[config.mk]
export PLATFORM = sky130hd
export DESIGN_NAME = sadc_readout
export DESIGN_NICKNAME = d
export VERILOG_FILES = /design/src/sadc_pkg.sv /design/src/sadc_fifo.sv /design/src/sadc_readout.sv /design/src/sadc_sync.sv
export SDC_FILE = /design/constraint.sdc
export NUM_CORES = 1
export LEC_CHECK = 0
export BUFFER_PORTS_ARGS = -buffer_cell sky130_fd_sc_hd__buf_2
export CAP_MARGIN = 20
export CORE_ASPECT_RATIO = 1.25
export CORE_UTILIZATION = 50
export DETAILED_ROUTE_END_ITERATION = 8
export PLACE_DENSITY = 0.75
export SYNTH_ARGS = -nofsm -noshare
export SYNTH_HDL_FRONTEND = slang
export SYNTH_HIERARCHICAL = 1
export SYNTH_SLANG_ARGS = --single-unit
[constraint.sdc]
create_clock -name clock -period 11 [get_ports clock]
set_clock_uncertainty 0.2 [all_clocks]
set_input_delay 1.1 -clock clock [delete_from_list [all_inputs] [get_ports clock]]
set_output_delay 1.1 -clock clock [all_outputs]
set_load 0.02 [all_outputs]
[src/sadc_pkg.sv]
package sadc_pkg;

  // result and front-end widths
  localparam int RES_W      = 16;
  localparam int ANA_W      = 18;
  localparam int SHIFT_W    = RES_W + 1;
  localparam int FIFO_DEPTH = 16;

  // falling-edge counter width and key edge numbers
  localparam int        CNT_W    = 5;
  localparam logic [4:0] FE_NONE  = 5'h00;
  localparam logic [4:0] FE_FIRST = 5'h01;
  localparam logic [4:0] FE_LAST  = 5'h12;
  localparam logic [4:0] FE_PRE   = 5'h11;
  localparam logic [4:0] FE_MSB   = 5'h02;  // edge before the msb shifts

  // full-scale two's complement codes
  localparam logic [15:0] POS_FULL = 16'h7fff;
  localparam logic [15:0] NEG_FULL = 16'h8000;
  localparam logic signed [17:0] ANA_POS = 18'sh07fff;
  localparam logic signed [17:0] ANA_NEG = 18'sh38000;

  // pin reset levels: chip select idles high, clock low
  localparam logic [1:0] PIN_RST = 2'h2;

  // sequencer states, one-hot
  typedef enum logic [3:0] {
    ST_IDLE  = 4'h1,  // chip select high, tracking at low power
    ST_ARM   = 4'h2,  // selected with clock high, waiting first fall
    ST_CONV  = 4'h4,  // converting and shifting out
    ST_TRACK = 4'h8   // conversion done, selected, tracking
  } sadc_state_t;

  // the two link pins carried together
  typedef struct packed {
    logic cs_n;
    logic sclk;
  } sadc_pins_t;

endpackage

[src/sadc_fifo.sv]
`timescale 1ns/1ps
module sadc_fifo #(
  parameter int WIDTH = 16,
  parameter int DEPTH = 16
) (
  // clock and reset
  input  wire logic             clock,
  input  wire logic             rst,
  // fill side
  input  wire logic             in_valid,
  output logic                  in_ready,
  input  wire logic [WIDTH-1:0] in_data,
  // drain side
  output logic                  out_valid,
  input  wire logic             out_ready,
  output logic      [WIDTH-1:0] out_data
);

  localparam int PW = $clog2(DEPTH);
  localparam int CW = $clog2(DEPTH + 1);
  localparam logic [CW-1:0] FULL_CNT = CW'(DEPTH);
  localparam logic [PW-1:0] LAST_PTR = PW'(DEPTH - 1);

  logic [WIDTH-1:0] mem_ff [DEPTH];  // storage flops
  logic [PW-1:0]    wr_ptr_ff;       // next write slot
  logic [PW-1:0]    rd_ptr_ff;       // head slot
  logic [CW-1:0]    cnt_ff;          // words held
  logic             push;
  logic             pop;

  assign in_ready  = (cnt_ff != FULL_CNT);
  assign out_valid = (cnt_ff != '0);
  assign out_data  = mem_ff[rd_ptr_ff];
  assign push      = in_valid & in_ready;
  assign pop       = out_valid & out_ready;

  // storage write, no reset needed on data
  always_ff @(posedge clock) begin
    if (push) begin
      mem_ff[wr_ptr_ff] <= in_data;
    end
  end

  // pointers wrap at depth, which need not be a power of two
  always_ff @(posedge clock) begin
    if (rst) begin
      wr_ptr_ff <= '0;
      rd_ptr_ff <= '0;
    end else begin
      if (push) begin
        wr_ptr_ff <= (wr_ptr_ff == LAST_PTR) ? '0 : wr_ptr_ff + 1'b1;
      end
      if (pop) begin
        rd_ptr_ff <= (rd_ptr_ff == LAST_PTR) ? '0 : rd_ptr_ff + 1'b1;
      end
    end
  end

  // occupancy
  always_ff @(posedge clock) begin
    if (rst) begin
      cnt_ff <= '0;
    end else if (push && !pop) begin
      cnt_ff <= cnt_ff + 1'b1;
    end else if (pop && !push) begin
      cnt_ff <= cnt_ff - 1'b1;
    end
  end

endmodule

[src/sadc_readout.sv]
`timescale 1ns/1ps
module sadc_readout #(
  parameter int RES_W  = sadc_pkg::RES_W,
  parameter int ANA_W  = sadc_pkg::ANA_W,
  parameter int DEPTH  = sadc_pkg::FIFO_DEPTH
) (
  // clock and reset
  input  wire logic             clock,
  input  wire logic             rst,
  // serial link pins
  input  wire logic             cs_n,
  input  wire logic             sclk,
  output logic                  dout,
  output logic                  dout_oe_n,
  // digitised differential input stream
  input  wire logic             ana_valid,
  output logic                  ana_ready,
  input  wire logic [ANA_W-1:0] ana_data,
  // status
  output logic                  converting,
  output logic                  zero_power_track_state,
  output logic                  frame_active
);

  ////////////////////////////////////////////////////////////////////////
  // pin synchronisation

  sadc_pkg::sadc_pins_t pins_in;    // raw pins
  sadc_pkg::sadc_pins_t pins_lvl;   // synchronised levels
  sadc_pkg::sadc_pins_t pins_rise;  // rising pulses
  sadc_pkg::sadc_pins_t pins_fall;  // falling pulses

  assign pins_in.cs_n = cs_n;
  assign pins_in.sclk = sclk;

  // host clock paces all
  // the link clock is only sampled; its period must span several clocks
  sadc_sync #(
    .W       (2),
    .RST_VAL (sadc_pkg::PIN_RST)
  ) u_sync (
    .clock    (clock),
    .rst      (rst),
    .async_in (pins_in),
    .level    (pins_lvl),
    .rise     (pins_rise),
    .fall     (pins_fall)
  );

  logic cs_fall;    // chip select asserted
  logic cs_rise;    // chip select released
  logic sclk_lvl;   // clock level after sync
  logic sclk_fall;  // clock falling edge

  assign cs_fall   = pins_fall.cs_n;
  assign cs_rise   = pins_rise.cs_n;
  assign sclk_lvl  = pins_lvl.sclk;
  assign sclk_fall = pins_fall.sclk;

  ////////////////////////////////////////////////////////////////////////
  // input clamp and sample buffer

  logic [RES_W-1:0] clamped;      // input clamped to full scale
  logic             fifo_valid;   // a fresh sample waits
  logic [RES_W-1:0] fifo_data;    // oldest waiting sample
  logic             fifo_pop;     // sample taken at select fall

  // saturate a wide signed value to the result range
  function automatic logic [RES_W-1:0] clamp_code(
    input logic signed [ANA_W-1:0] v
  );
    logic [RES_W-1:0] r;
    r = v[RES_W-1:0];
    if (v > sadc_pkg::ANA_POS) begin
      r = sadc_pkg::POS_FULL;
    end else if (v < sadc_pkg::ANA_NEG) begin
      r = sadc_pkg::NEG_FULL;
    end
    return r;
  endfunction

  assign clamped = clamp_code(ana_data);

  // the drain side pops only when a frame samples, so it really fills
  sadc_fifo #(
    .WIDTH (RES_W),
    .DEPTH (DEPTH)
  ) u_fifo (
    .clock     (clock),
    .rst       (rst),
    .in_valid  (ana_valid),
    .in_ready  (ana_ready),
    .in_data   (clamped),
    .out_valid (fifo_valid),
    .out_ready (fifo_pop),
    .out_data  (fifo_data)
  );

  ////////////////////////////////////////////////////////////////////////
  // sequencer

  sadc_pkg::sadc_state_t state_ff;     // sequencer state
  sadc_pkg::sadc_state_t nxt_state;
  logic [sadc_pkg::CNT_W-1:0] cnt_ff;  // falling edges seen this frame, held at the eighteenth
  logic [sadc_pkg::CNT_W-1:0] nxt_cnt;
  logic [RES_W-1:0]   sample_ff;       // held conversion result
  logic [RES_W-1:0]   nxt_sample;
  logic               shift_edge;      // a falling edge that shifts

  // sample at select fall
  // an empty buffer repeats the last result rather than stalling
  assign fifo_pop   = cs_fall && (state_ff == sadc_pkg::ST_IDLE) &&
                      fifo_valid;
  assign nxt_sample = fifo_pop ? fifo_data : sample_ff;

  // next state and edge count
  always_comb begin
    nxt_state = state_ff;
    nxt_cnt   = cnt_ff;
    case (state_ff)
      sadc_pkg::ST_IDLE: begin
        if (cs_fall) begin
          if (sclk_lvl) begin
            nxt_state = sadc_pkg::ST_ARM;
            nxt_cnt   = sadc_pkg::FE_NONE;
          end else begin
            nxt_state = sadc_pkg::ST_CONV;
            nxt_cnt   = sadc_pkg::FE_FIRST;
          end
        end
      end
      sadc_pkg::ST_ARM: begin
        if (cs_rise) begin
          nxt_state = sadc_pkg::ST_IDLE;
        end else if (sclk_fall) begin
          nxt_state = sadc_pkg::ST_CONV;
          nxt_cnt   = sadc_pkg::FE_FIRST;
        end
      end
      sadc_pkg::ST_CONV: begin
        if (cs_rise) begin
          nxt_state = sadc_pkg::ST_IDLE;
        end else if (sclk_fall) begin
          nxt_cnt = cnt_ff + sadc_pkg::FE_FIRST;
          if (cnt_ff == sadc_pkg::FE_PRE) begin
            nxt_state = sadc_pkg::ST_TRACK;
          end
        end
      end
      sadc_pkg::ST_TRACK: begin
        if (cs_rise) begin
          nxt_state = sadc_pkg::ST_IDLE;
        end
      end
      default: begin
        nxt_state = sadc_pkg::ST_IDLE;
        nxt_cnt   = sadc_pkg::FE_NONE;
      end
    endcase
  end

  always_ff @(posedge clock) begin
    if (rst) begin
      state_ff <= sadc_pkg::ST_IDLE;
      cnt_ff   <= sadc_pkg::FE_NONE;
    end else begin
      state_ff <= nxt_state;
      cnt_ff   <= nxt_cnt;
    end
  end

  always_ff @(posedge clock) begin
    if (rst) begin
      sample_ff <= '0;
    end else begin
      sample_ff <= nxt_sample;
    end
  end

  ////////////////////////////////////////////////////////////////////////
  // serial output

  logic [sadc_pkg::SHIFT_W-1:0] shift_ff;  // leading zero then result
  logic                         dout_ff;
  logic                         oe_n_ff;

  // edges two onward shift; after the eighteenth only zeros remain
  assign shift_edge = sclk_fall && !cs_rise &&
                      (((state_ff == sadc_pkg::ST_CONV) &&
                        (cnt_ff >= sadc_pkg::FE_FIRST)) ||
                       (state_ff == sadc_pkg::ST_TRACK));

  always_ff @(posedge clock) begin
    if (rst) begin
      shift_ff <= '0;
      dout_ff  <= 1'b0;
    end else if (cs_fall && (state_ff == sadc_pkg::ST_IDLE)) begin
      shift_ff <= {1'b0, nxt_sample};
      dout_ff  <= 1'b0;
    end else if (shift_edge) begin
      dout_ff  <= shift_ff[sadc_pkg::SHIFT_W-1];
      shift_ff <= {shift_ff[sadc_pkg::SHIFT_W-2:0], 1'b0};
    end
  end

  always_ff @(posedge clock) begin
    if (rst) begin
      oe_n_ff <= 1'b1;
    end else if (cs_rise || (state_ff == sadc_pkg::ST_IDLE)) begin
      oe_n_ff <= 1'b1;
    end else if (shift_edge) begin
      oe_n_ff <= 1'b0;
    end
  end

  assign dout      = dout_ff;
  assign dout_oe_n = oe_n_ff;

  ////////////////////////////////////////////////////////////////////////
  // status

  assign zero_power_track_state = (state_ff == sadc_pkg::ST_IDLE) ||
                                  (state_ff == sadc_pkg::ST_TRACK);
  assign converting   = (state_ff == sadc_pkg::ST_CONV);
  assign frame_active = (state_ff != sadc_pkg::ST_IDLE);

  ////////////////////////////////////////////////////////////////////////
  // checks

  AST_OE_IDLE: assert property (
    @(posedge clock) disable iff (rst)
    (state_ff == sadc_pkg::ST_IDLE) |=> dout_oe_n)
    else $error("output driven while deselected");
  AST_ABORT: assert property (
    @(posedge clock) disable iff (rst)
    (cs_rise && frame_active) |=> (!frame_active && dout_oe_n))
    else $error("release did not abort frame");
  AST_SAMPLE: assert property (
    @(posedge clock) disable iff (rst)
    fifo_pop |=> (sample_ff == $past(fifo_data)))
    else $error("sample not captured at select fall");
  AST_LOWCLK: assert property (
    @(posedge clock) disable iff (rst)
    (cs_fall && !sclk_lvl && !frame_active) |=>
      (converting && cnt_ff == sadc_pkg::FE_FIRST))
    else $error("low-clock select did not start conversion");
  AST_HIGHCLK: assert property (
    @(posedge clock) disable iff (rst)
    (cs_fall && sclk_lvl && !frame_active) |=>
      (state_ff == sadc_pkg::ST_ARM))
    else $error("high-clock select did not arm");
  AST_ARM_FALL: assert property (
    @(posedge clock) disable iff (rst)
    (state_ff == sadc_pkg::ST_ARM && sclk_fall && !cs_rise) |=>
      (converting && cnt_ff == sadc_pkg::FE_FIRST))
    else $error("armed select missed its first falling edge");
  AST_EDGE18: assert property (
    @(posedge clock) disable iff (rst)
    (converting && cnt_ff == sadc_pkg::FE_PRE && sclk_fall && !cs_rise)
      |=> (zero_power_track_state && !converting && !dout_oe_n))
    else $error("eighteenth edge did not enter acquisition");
  AST_TRACK_HOLD: assert property (
    @(posedge clock) disable iff (rst)
    (state_ff == sadc_pkg::ST_TRACK && !cs_rise) |=>
      (state_ff == sadc_pkg::ST_TRACK))
    else $error("conversion restarted without select toggle");
  AST_MSB: assert property (
    @(posedge clock) disable iff (rst)
    (converting && cnt_ff == sadc_pkg::FE_MSB && sclk_fall && !cs_rise)
      |=> ((dout == $past(sample_ff[RES_W-1])) && !dout_oe_n))
    else $error("msb not on third falling edge");
  AST_LEAD_ZERO: assert property (
    @(posedge clock) disable iff (rst)
    (converting && cnt_ff == sadc_pkg::FE_FIRST && sclk_fall && !cs_rise)
      |=> (!dout_oe_n && !dout))
    else $error("second edge did not drive leading zero");
  AST_CLAMP: assert property (
    @(posedge clock) disable iff (rst)
    ($signed(ana_data) > sadc_pkg::ANA_POS) |-> (clamped == sadc_pkg::POS_FULL))
    else $error("positive overrange not clamped");
  AST_LOWPOWER: assert property (
    @(posedge clock) disable iff (rst)
    ($past(pins_lvl.cs_n) && pins_lvl.cs_n && !cs_fall) |->
      zero_power_track_state)
    else $error("deselected device not in low power");

  COV_FULL_FRAME: cover property (
    @(posedge clock) disable iff (rst)
    converting ##1 (state_ff == sadc_pkg::ST_TRACK));
  COV_ABORT: cover property (
    @(posedge clock) disable iff (rst)
    converting && cs_rise);
  COV_ARM: cover property (
    @(posedge clock) disable iff (rst)
    (state_ff == sadc_pkg::ST_ARM) ##1 converting);
  COV_FIFO_FULL: cover property (
    @(posedge clock) disable iff (rst)
    ana_valid && !ana_ready);

endmodule

[src/sadc_sync.sv]
`timescale 1ns/1ps
module sadc_sync #(
  parameter int         W       = 2,
  parameter logic [1:0] RST_VAL = 2'h0
) (
  // clock and reset
  input  wire logic         clock,
  input  wire logic         rst,
  // asynchronous pins
  input  wire logic [W-1:0] async_in,
  // synchronised level and edge pulses
  output logic      [W-1:0] level,
  output logic      [W-1:0] rise,
  output logic      [W-1:0] fall
);

  logic [W-1:0] meta_ff;  // first stage, read only by the second
  logic [W-1:0] sync_ff;  // second stage, safe to use
  logic [W-1:0] hist_ff;  // previous synchronised value

  // two-flop chain plus a history stage for edges
  always_ff @(posedge clock) begin
    if (rst) begin
      meta_ff <= RST_VAL[W-1:0];
      sync_ff <= RST_VAL[W-1:0];
      hist_ff <= RST_VAL[W-1:0];
    end else begin
      meta_ff <= async_in;
      sync_ff <= meta_ff;
      hist_ff <= sync_ff;
    end
  end

  // edges come from the second and third stages only
  assign level = sync_ff;
  assign rise  = sync_ff & ~hist_ff;
  assign fall  = ~sync_ff & hist_ff;

endmodule
After elaboration in Yosys (flattened, before gate mapping)
Memories as Yosys holds them, arrays and structs flattened. A register that Yosys moved wholly into a read port is not among the register bits.
Cells that the tools add are included.
W data, S select, Z words.
{"block": "totals", "inputBits": 23, "regBits": 63, "output_inout_bits": 6, "mem_bits_rw": 256, "n_memories": 1, "wordCells": 96}
{"name": "u_fifo.mem_ff", "words": 16, "word_bits": 16, "read_ports": 1, "rd_ports_with_merged_regs": 1, "wr": 1, "line": "sadc_fifo.sv:24", "rtl": "logic [WIDTH-1:0] mem_ff [DEPTH];"}
{"block": "classes", "eq_ne": 18, "add_sub_neg": 5, "muxes": 29, "bitwise_logic": 7, "magnitude_cmp": 3, "reduce_logical": 20}
{"cell": "$mux W16", "n": 5}
{"cell": "$mux W4", "n": 11}
{"cell": "$mux W5", "n": 7}
{"cell": "$pmux W5 S4", "n": 1}
{"cell": "$gt A18 B16 Y1 const B", "n": 1}
{"cell": "$lt A18 B16 Y1 const B", "n": 1}
{"cell": "$pmux W4 S4", "n": 1}
{"cell": "$eq A4 B4 Y1 const B", "n": 3}
{"cell": "$add A5 B1 Y5 const B", "n": 2}
{"cell": "$ne A2 B2 Y1 const B", "n": 5}
{"cell": "$add A4 B1 Y4 const B", "n": 2}
{"cell": "$logic_and A1 B1 Y1", "n": 7}
{"cell": "$ne A3 B1 Y1 const B", "n": 2}
{"cell": "$reduce_and A6 Y1", "n": 1}
{"cell": "$eq A5 B5 Y1 const B", "n": 1}
{"cell": "$ge A5 B1 Y1 const B", "n": 1}
{"cell": "$ne A5 B5 Y1 const B", "n": 1}
{"cell": "$reduce_and A5 Y1", "n": 1}
{"cell": "$reduce_bool A5 Y1", "n": 1}
{"cell": "$sub A5 B1 Y5 const B", "n": 1}
{"cell": "$and A2 B2 Y2", "n": 2}
{"cell": "$eq A4 B1 Y1 const B", "n": 1}
{"cell": "$eq A4 B2 Y1 const B", "n": 1}
{"cell": "$eq A4 B3 Y1 const B", "n": 1}
{"cell": "other kinds (12)", "n": 22}

Longest topological paths before layout
{"block": "depth", "depth_word": 8, "mapped_depth": 15, "depth_no_buf": 12}

Modules after synthesis
Netlist, hierarchy kept.
{"mod": "sadc_fifo", "instances": 1, "cells_each": 503, "area_each_um2": 10535.1}
{"mod": "sadc_readout", "instances": 1, "cells_each": 339, "area_each_um2": 2730.1}
{"mod": "sadc_sync", "instances": 1, "cells_each": 16, "area_each_um2": 182.7}

Least setup slack after synthesis
OpenSTA, ideal clock, no wires.
{"block": "synth_path", "path_kind": "register -> register", "start": "register u_fifo.cnt_ff[0]", "end": "register u_fifo.cnt_ff[4]", "arrival_ns": 3.256, "path_stages_with_launch": 16, "period_less_slack_ns": 3.577, "required_time_ns": 10.679, "setup_ns": 0.121, "path_buffers": 3, "setup_slack_ns": 7.423, "cell_sequence": "dfxtp_1 -> nor4_1 -> nand2_1 -> clkbuf_1 -> nand3_1 -> buf_2 -> buf_2 -> inv_1 -> o21ai_4 -> ha_1 -> inv_1 -> fa_1 -> nand3_1 -> a211oi_1 -> a31oi_1 -> mux2_2"}
{"block": "synth_via", "elab_chain_cells": 6, "elab_cells_between_ends": 14, "classes_between": "2 x add/sub; 1 x eq/ne; 2 x mux; 2 x bitwise; 7 x reduce/logical"}
{"item": "from (decl)", "line": "sadc_fifo.sv:27", "rtl": "logic [CW-1:0] cnt_ff;"}
{"item": "from (signal assigned)", "line": "sadc_fifo.sv:64", "rtl": "cnt_ff <= cnt_ff + 1'b1;"}
{"item": "from (signal assigned)", "line": "sadc_fifo.sv:66", "rtl": "cnt_ff <= cnt_ff - 1'b1;"}
{"item": "$reduce_bool A5 Y1 (*)", "line": "sadc_fifo.sv:32", "rtl": "assign out_valid = (cnt_ff != '0);"}
{"item": "via fifo_valid", "line": "sadc_readout.sv:64", "rtl": "logic fifo_valid;"}
{"item": "$logic_and A1 B1 Y1 (*)", "line": "sadc_readout.sv:112", "rtl": "assign fifo_pop = cs_fall && (state_ff == sadc_pkg::ST_IDLE) &&"}
{"item": "via fifo_pop", "line": "sadc_readout.sv:66", "rtl": "logic fifo_pop;"}
{"item": "$and A1 B1 Y1 (*)", "line": "sadc_fifo.sv:35", "rtl": "assign pop = out_valid & out_ready;"}
{"item": "$logic_not A1 Y1", "line": "sadc_fifo.sv:63", "rtl": "end else if (push && !pop) begin"}
{"item": "$logic_and A1 B1 Y1", "line": "sadc_fifo.sv:63"}
{"item": "$mux W5 or $reduce_bool A2 Y1 (tied branches)"}
Mark *: on every way through the listed nets, which the timed path passes. The rest lies on a longest branch. The select of a mux whose other input is x is not followed.
A chain may end at the register's enable or synchronous reset.

Worst setup path in the final report
Ends and elaborated chain as after synthesis.

==> results.sh <==
export IMPL_status="completed"
export IMPL_cts_sinks=323
export IMPL_finalCritPeriodShare=0.440
export IMPL_wl_met2_um=14300
export IMPL_rows=66
export IMPL_fp_dieH_um=185
export IMPL_path_max_fanout=17
export IMPL_finalPower_mw=2.88
export IMPL_path_class="flip-flop to flip-flop"
export IMPL_ios=29
export IMPL_postCtsHoldBufs=0
export IMPL_critPathBufInv=2
export IMPL_clock_fmax_ghz=0.207
export IMPL_slowest_stage="nand3_1"
export IMPL_drt_initial_drc_count=530
export IMPL_min_path_cells=1
export IMPL_io_buffers=28
export IMPL_timing_max_slew_rel_slack=0.263
export IMPL_r2r_start="u_fifo/cnt_ff[0]$_SDFFE_PP0P_"
export IMPL_path_cells="nor4_1 -> nand2_1 -> nand3_1 -> inv_1 -> o21ai_4 -> ha_1 -> inv_1 -> fa_1 -> nand3_1 -> a211oi_1 -> a31oi_1 -> mux2_2"
export IMPL_p_leak_nw=5.01
export IMPL_clock_root_buffer="clkbuf_16"
export IMPL_clkTransAtPathRegs_ns=0.06
export IMPL_first_pass_iters=6
export IMPL_cts_tree="yes"
export IMPL_cts_setup_buffers=0
export IMPL_cp_start_kind="flip-flop"
export IMPL_initial_utilization=0.513
export IMPL_drv_slew=0
export IMPL_hpwl_um=16300
export IMPL_numCtsBuffers=31
export IMPL_synthCells=857
export IMPL_totalWireLength_um=26800
export IMPL_die_w_um=149
export IMPL_maxCapViolCount=0
export IMPL_r2r_end="u_fifo/cnt_ff[4]$_SDFFE_PP0P_"
export IMPL_worst_slew_pin_slew_ns=1.10
export IMPL_die_area_mm2=0.0275
export IMPL_grt_overflow=0
export IMPL_stdcell_area_mm2=0.0150
export IMPL_cts_max_path_buffers=3
export IMPL_setup_tns_final_ns=0
export IMPL_num_vias=7486
export IMPL_arrival_ns=5.10
export IMPL_areaGrowthSynthToFinish_pct=11.6
export IMPL_r2r_cells=12
export IMPL_post_cts_resized=0
export IMPL_end_kind="flip-flop"
export IMPL_min_from="u_sync/meta_ff[1]$_SDFF_PP1_"
export IMPL_setup_viol=0
export IMPL_power_density_mw_per_mm2=192
export IMPL_placed_area_mm2=0.0140
export IMPL_highest_layer="met4"
export IMPL_grt_pass1_wl_um=42000
export IMPL_first_global_vias=7520
export IMPL_htreeDepth=1
export IMPL_drc=0
export IMPL_final_common_cell="edfxtp_1"
export IMPL_avgSynthCellArea_um2=15.7
export IMPL_netlist_area_mm2=0.0134
export IMPL_n_antenna_cell=0
export IMPL_ant_nets=0
export IMPL_gp_congestion=0.767
export IMPL_synth_fp_nets=892
export IMPL_ir_drop_uv=146
export IMPL_vias_per_cell=5.99
export IMPL_layout_common_cells="256 x edfxtp_1, 72 x nor2_1, 65 x dfxtp_1"
export IMPL_worstHoldPathType="flip-flop to flip-flop"
export IMPL_critPathMaxStageDelay_ns=1.06
export IMPL_antenna_found_initial=0
export IMPL_drt_wirelength_per_cell_um=21.5
export IMPL_crit_required_ns=11.26
export IMPL_nets=920
export IMPL_fin_crit_ns=4.84
export IMPL_coreArea_mm2=0.0262
export IMPL_track_usage=0.203
export IMPL_whs_endpoint="u_sync/level[1]$_SDFF_PP1_"
export IMPL_r2r_setup_slack_ns=6.16
export IMPL_dr_wl_met3_um=1540
export IMPL_ys_warn_count=6
export IMPL_clock_latency_ns=0.56
export IMPL_grt_max_degree=65
export IMPL_hold_worst_slack_ns=0.212
export IMPL_drive_gt1_frac=0.212
export IMPL_crit_family="simple AND/OR/NAND/NOR gates"
export IMPL_rsz0062_at_grt="false"
export IMPL_wl_met1_um=10100
export IMPL_hold_viol=0
## final cells by class
type	instances	area (µm²)
inverter	12	45.0
timing repair buffer	49	320
tap	340	425
clock inverter	7	71.3
clock buffer	51	961
sequential	323	9030
fill	1948	11200
multi-input combinational	468	4140
## worst max-delay path by stage
stage	start	to	slack [ns]	depth (start not counted)
2_1_floorplan	u_fifo/cnt_ff[0]$_SDFFE_PP0P_	u_fifo/cnt_ff[4]$_SDFFE_PP0P_	7.42	15
3_5_place_dp	u_fifo/cnt_ff[0]$_SDFFE_PP0P_	u_fifo/cnt_ff[4]$_SDFFE_PP0P_	6.16	12
6_report	u_fifo/cnt_ff[0]$_SDFFE_PP0P_	u_fifo/cnt_ff[4]$_SDFFE_PP0P_	6.16	12
5_1_grt	u_fifo/cnt_ff[0]$_SDFFE_PP0P_	u_fifo/cnt_ff[4]$_SDFFE_PP0P_	5.71	12
4_1_cts	u_fifo/cnt_ff[0]$_SDFFE_PP0P_	u_fifo/cnt_ff[4]$_SDFFE_PP0P_	6.12	12
3_3_place_gp	u_fifo/cnt_ff[0]$_SDFFE_PP0P_	u_fifo/cnt_ff[4]$_SDFFE_PP0P_	6.24	12
## where the power goes
group	switching, mW	total (mW)	leakage, nW	internal, mW
combinational	0.235	0.405	1.65	0.170
clock	0.439	1.06	0.501	0.617
sequential	0.0382	1.41	2.87	1.38
## flip-flops by register name (all words and copies together), names as in the netlist, 2 cells and up, named ones only
name / count
cnt_ff: 5
shift_ff: 17
u_fifo/wr_ptr_ff: 4
u_sync/hist_ff: 2
u_fifo/cnt_ff: 5
u_fifo/mem_ff: 256
u_sync/level: 2
u_fifo/rd_ptr_ff: 4
u_sync/meta_ff: 2
state_ff: 4
sample_ff: 16
## metrics by stage
stage	util	cells	setup WS, ns
5_1_grt	0.573	1250	5.71
4_1_cts	0.573	1250	6.12
3_5_place_dp	0.533	1192	6.16
6_report	0.573	1250	6.16
3_3_place_gp	0.532	1189	6.24
2_1_floorplan	-	857	7.42
## metal layers
metal | vias to the layer above | track usage
met4 | 0 | 0.0825
met5 | - | 0
li1 | 3419 | -
met1 | 3756 | 0.241
met3 | 73 | 0.0335
met2 | 238 | 0.363
(Power assumes the default switching activity.)
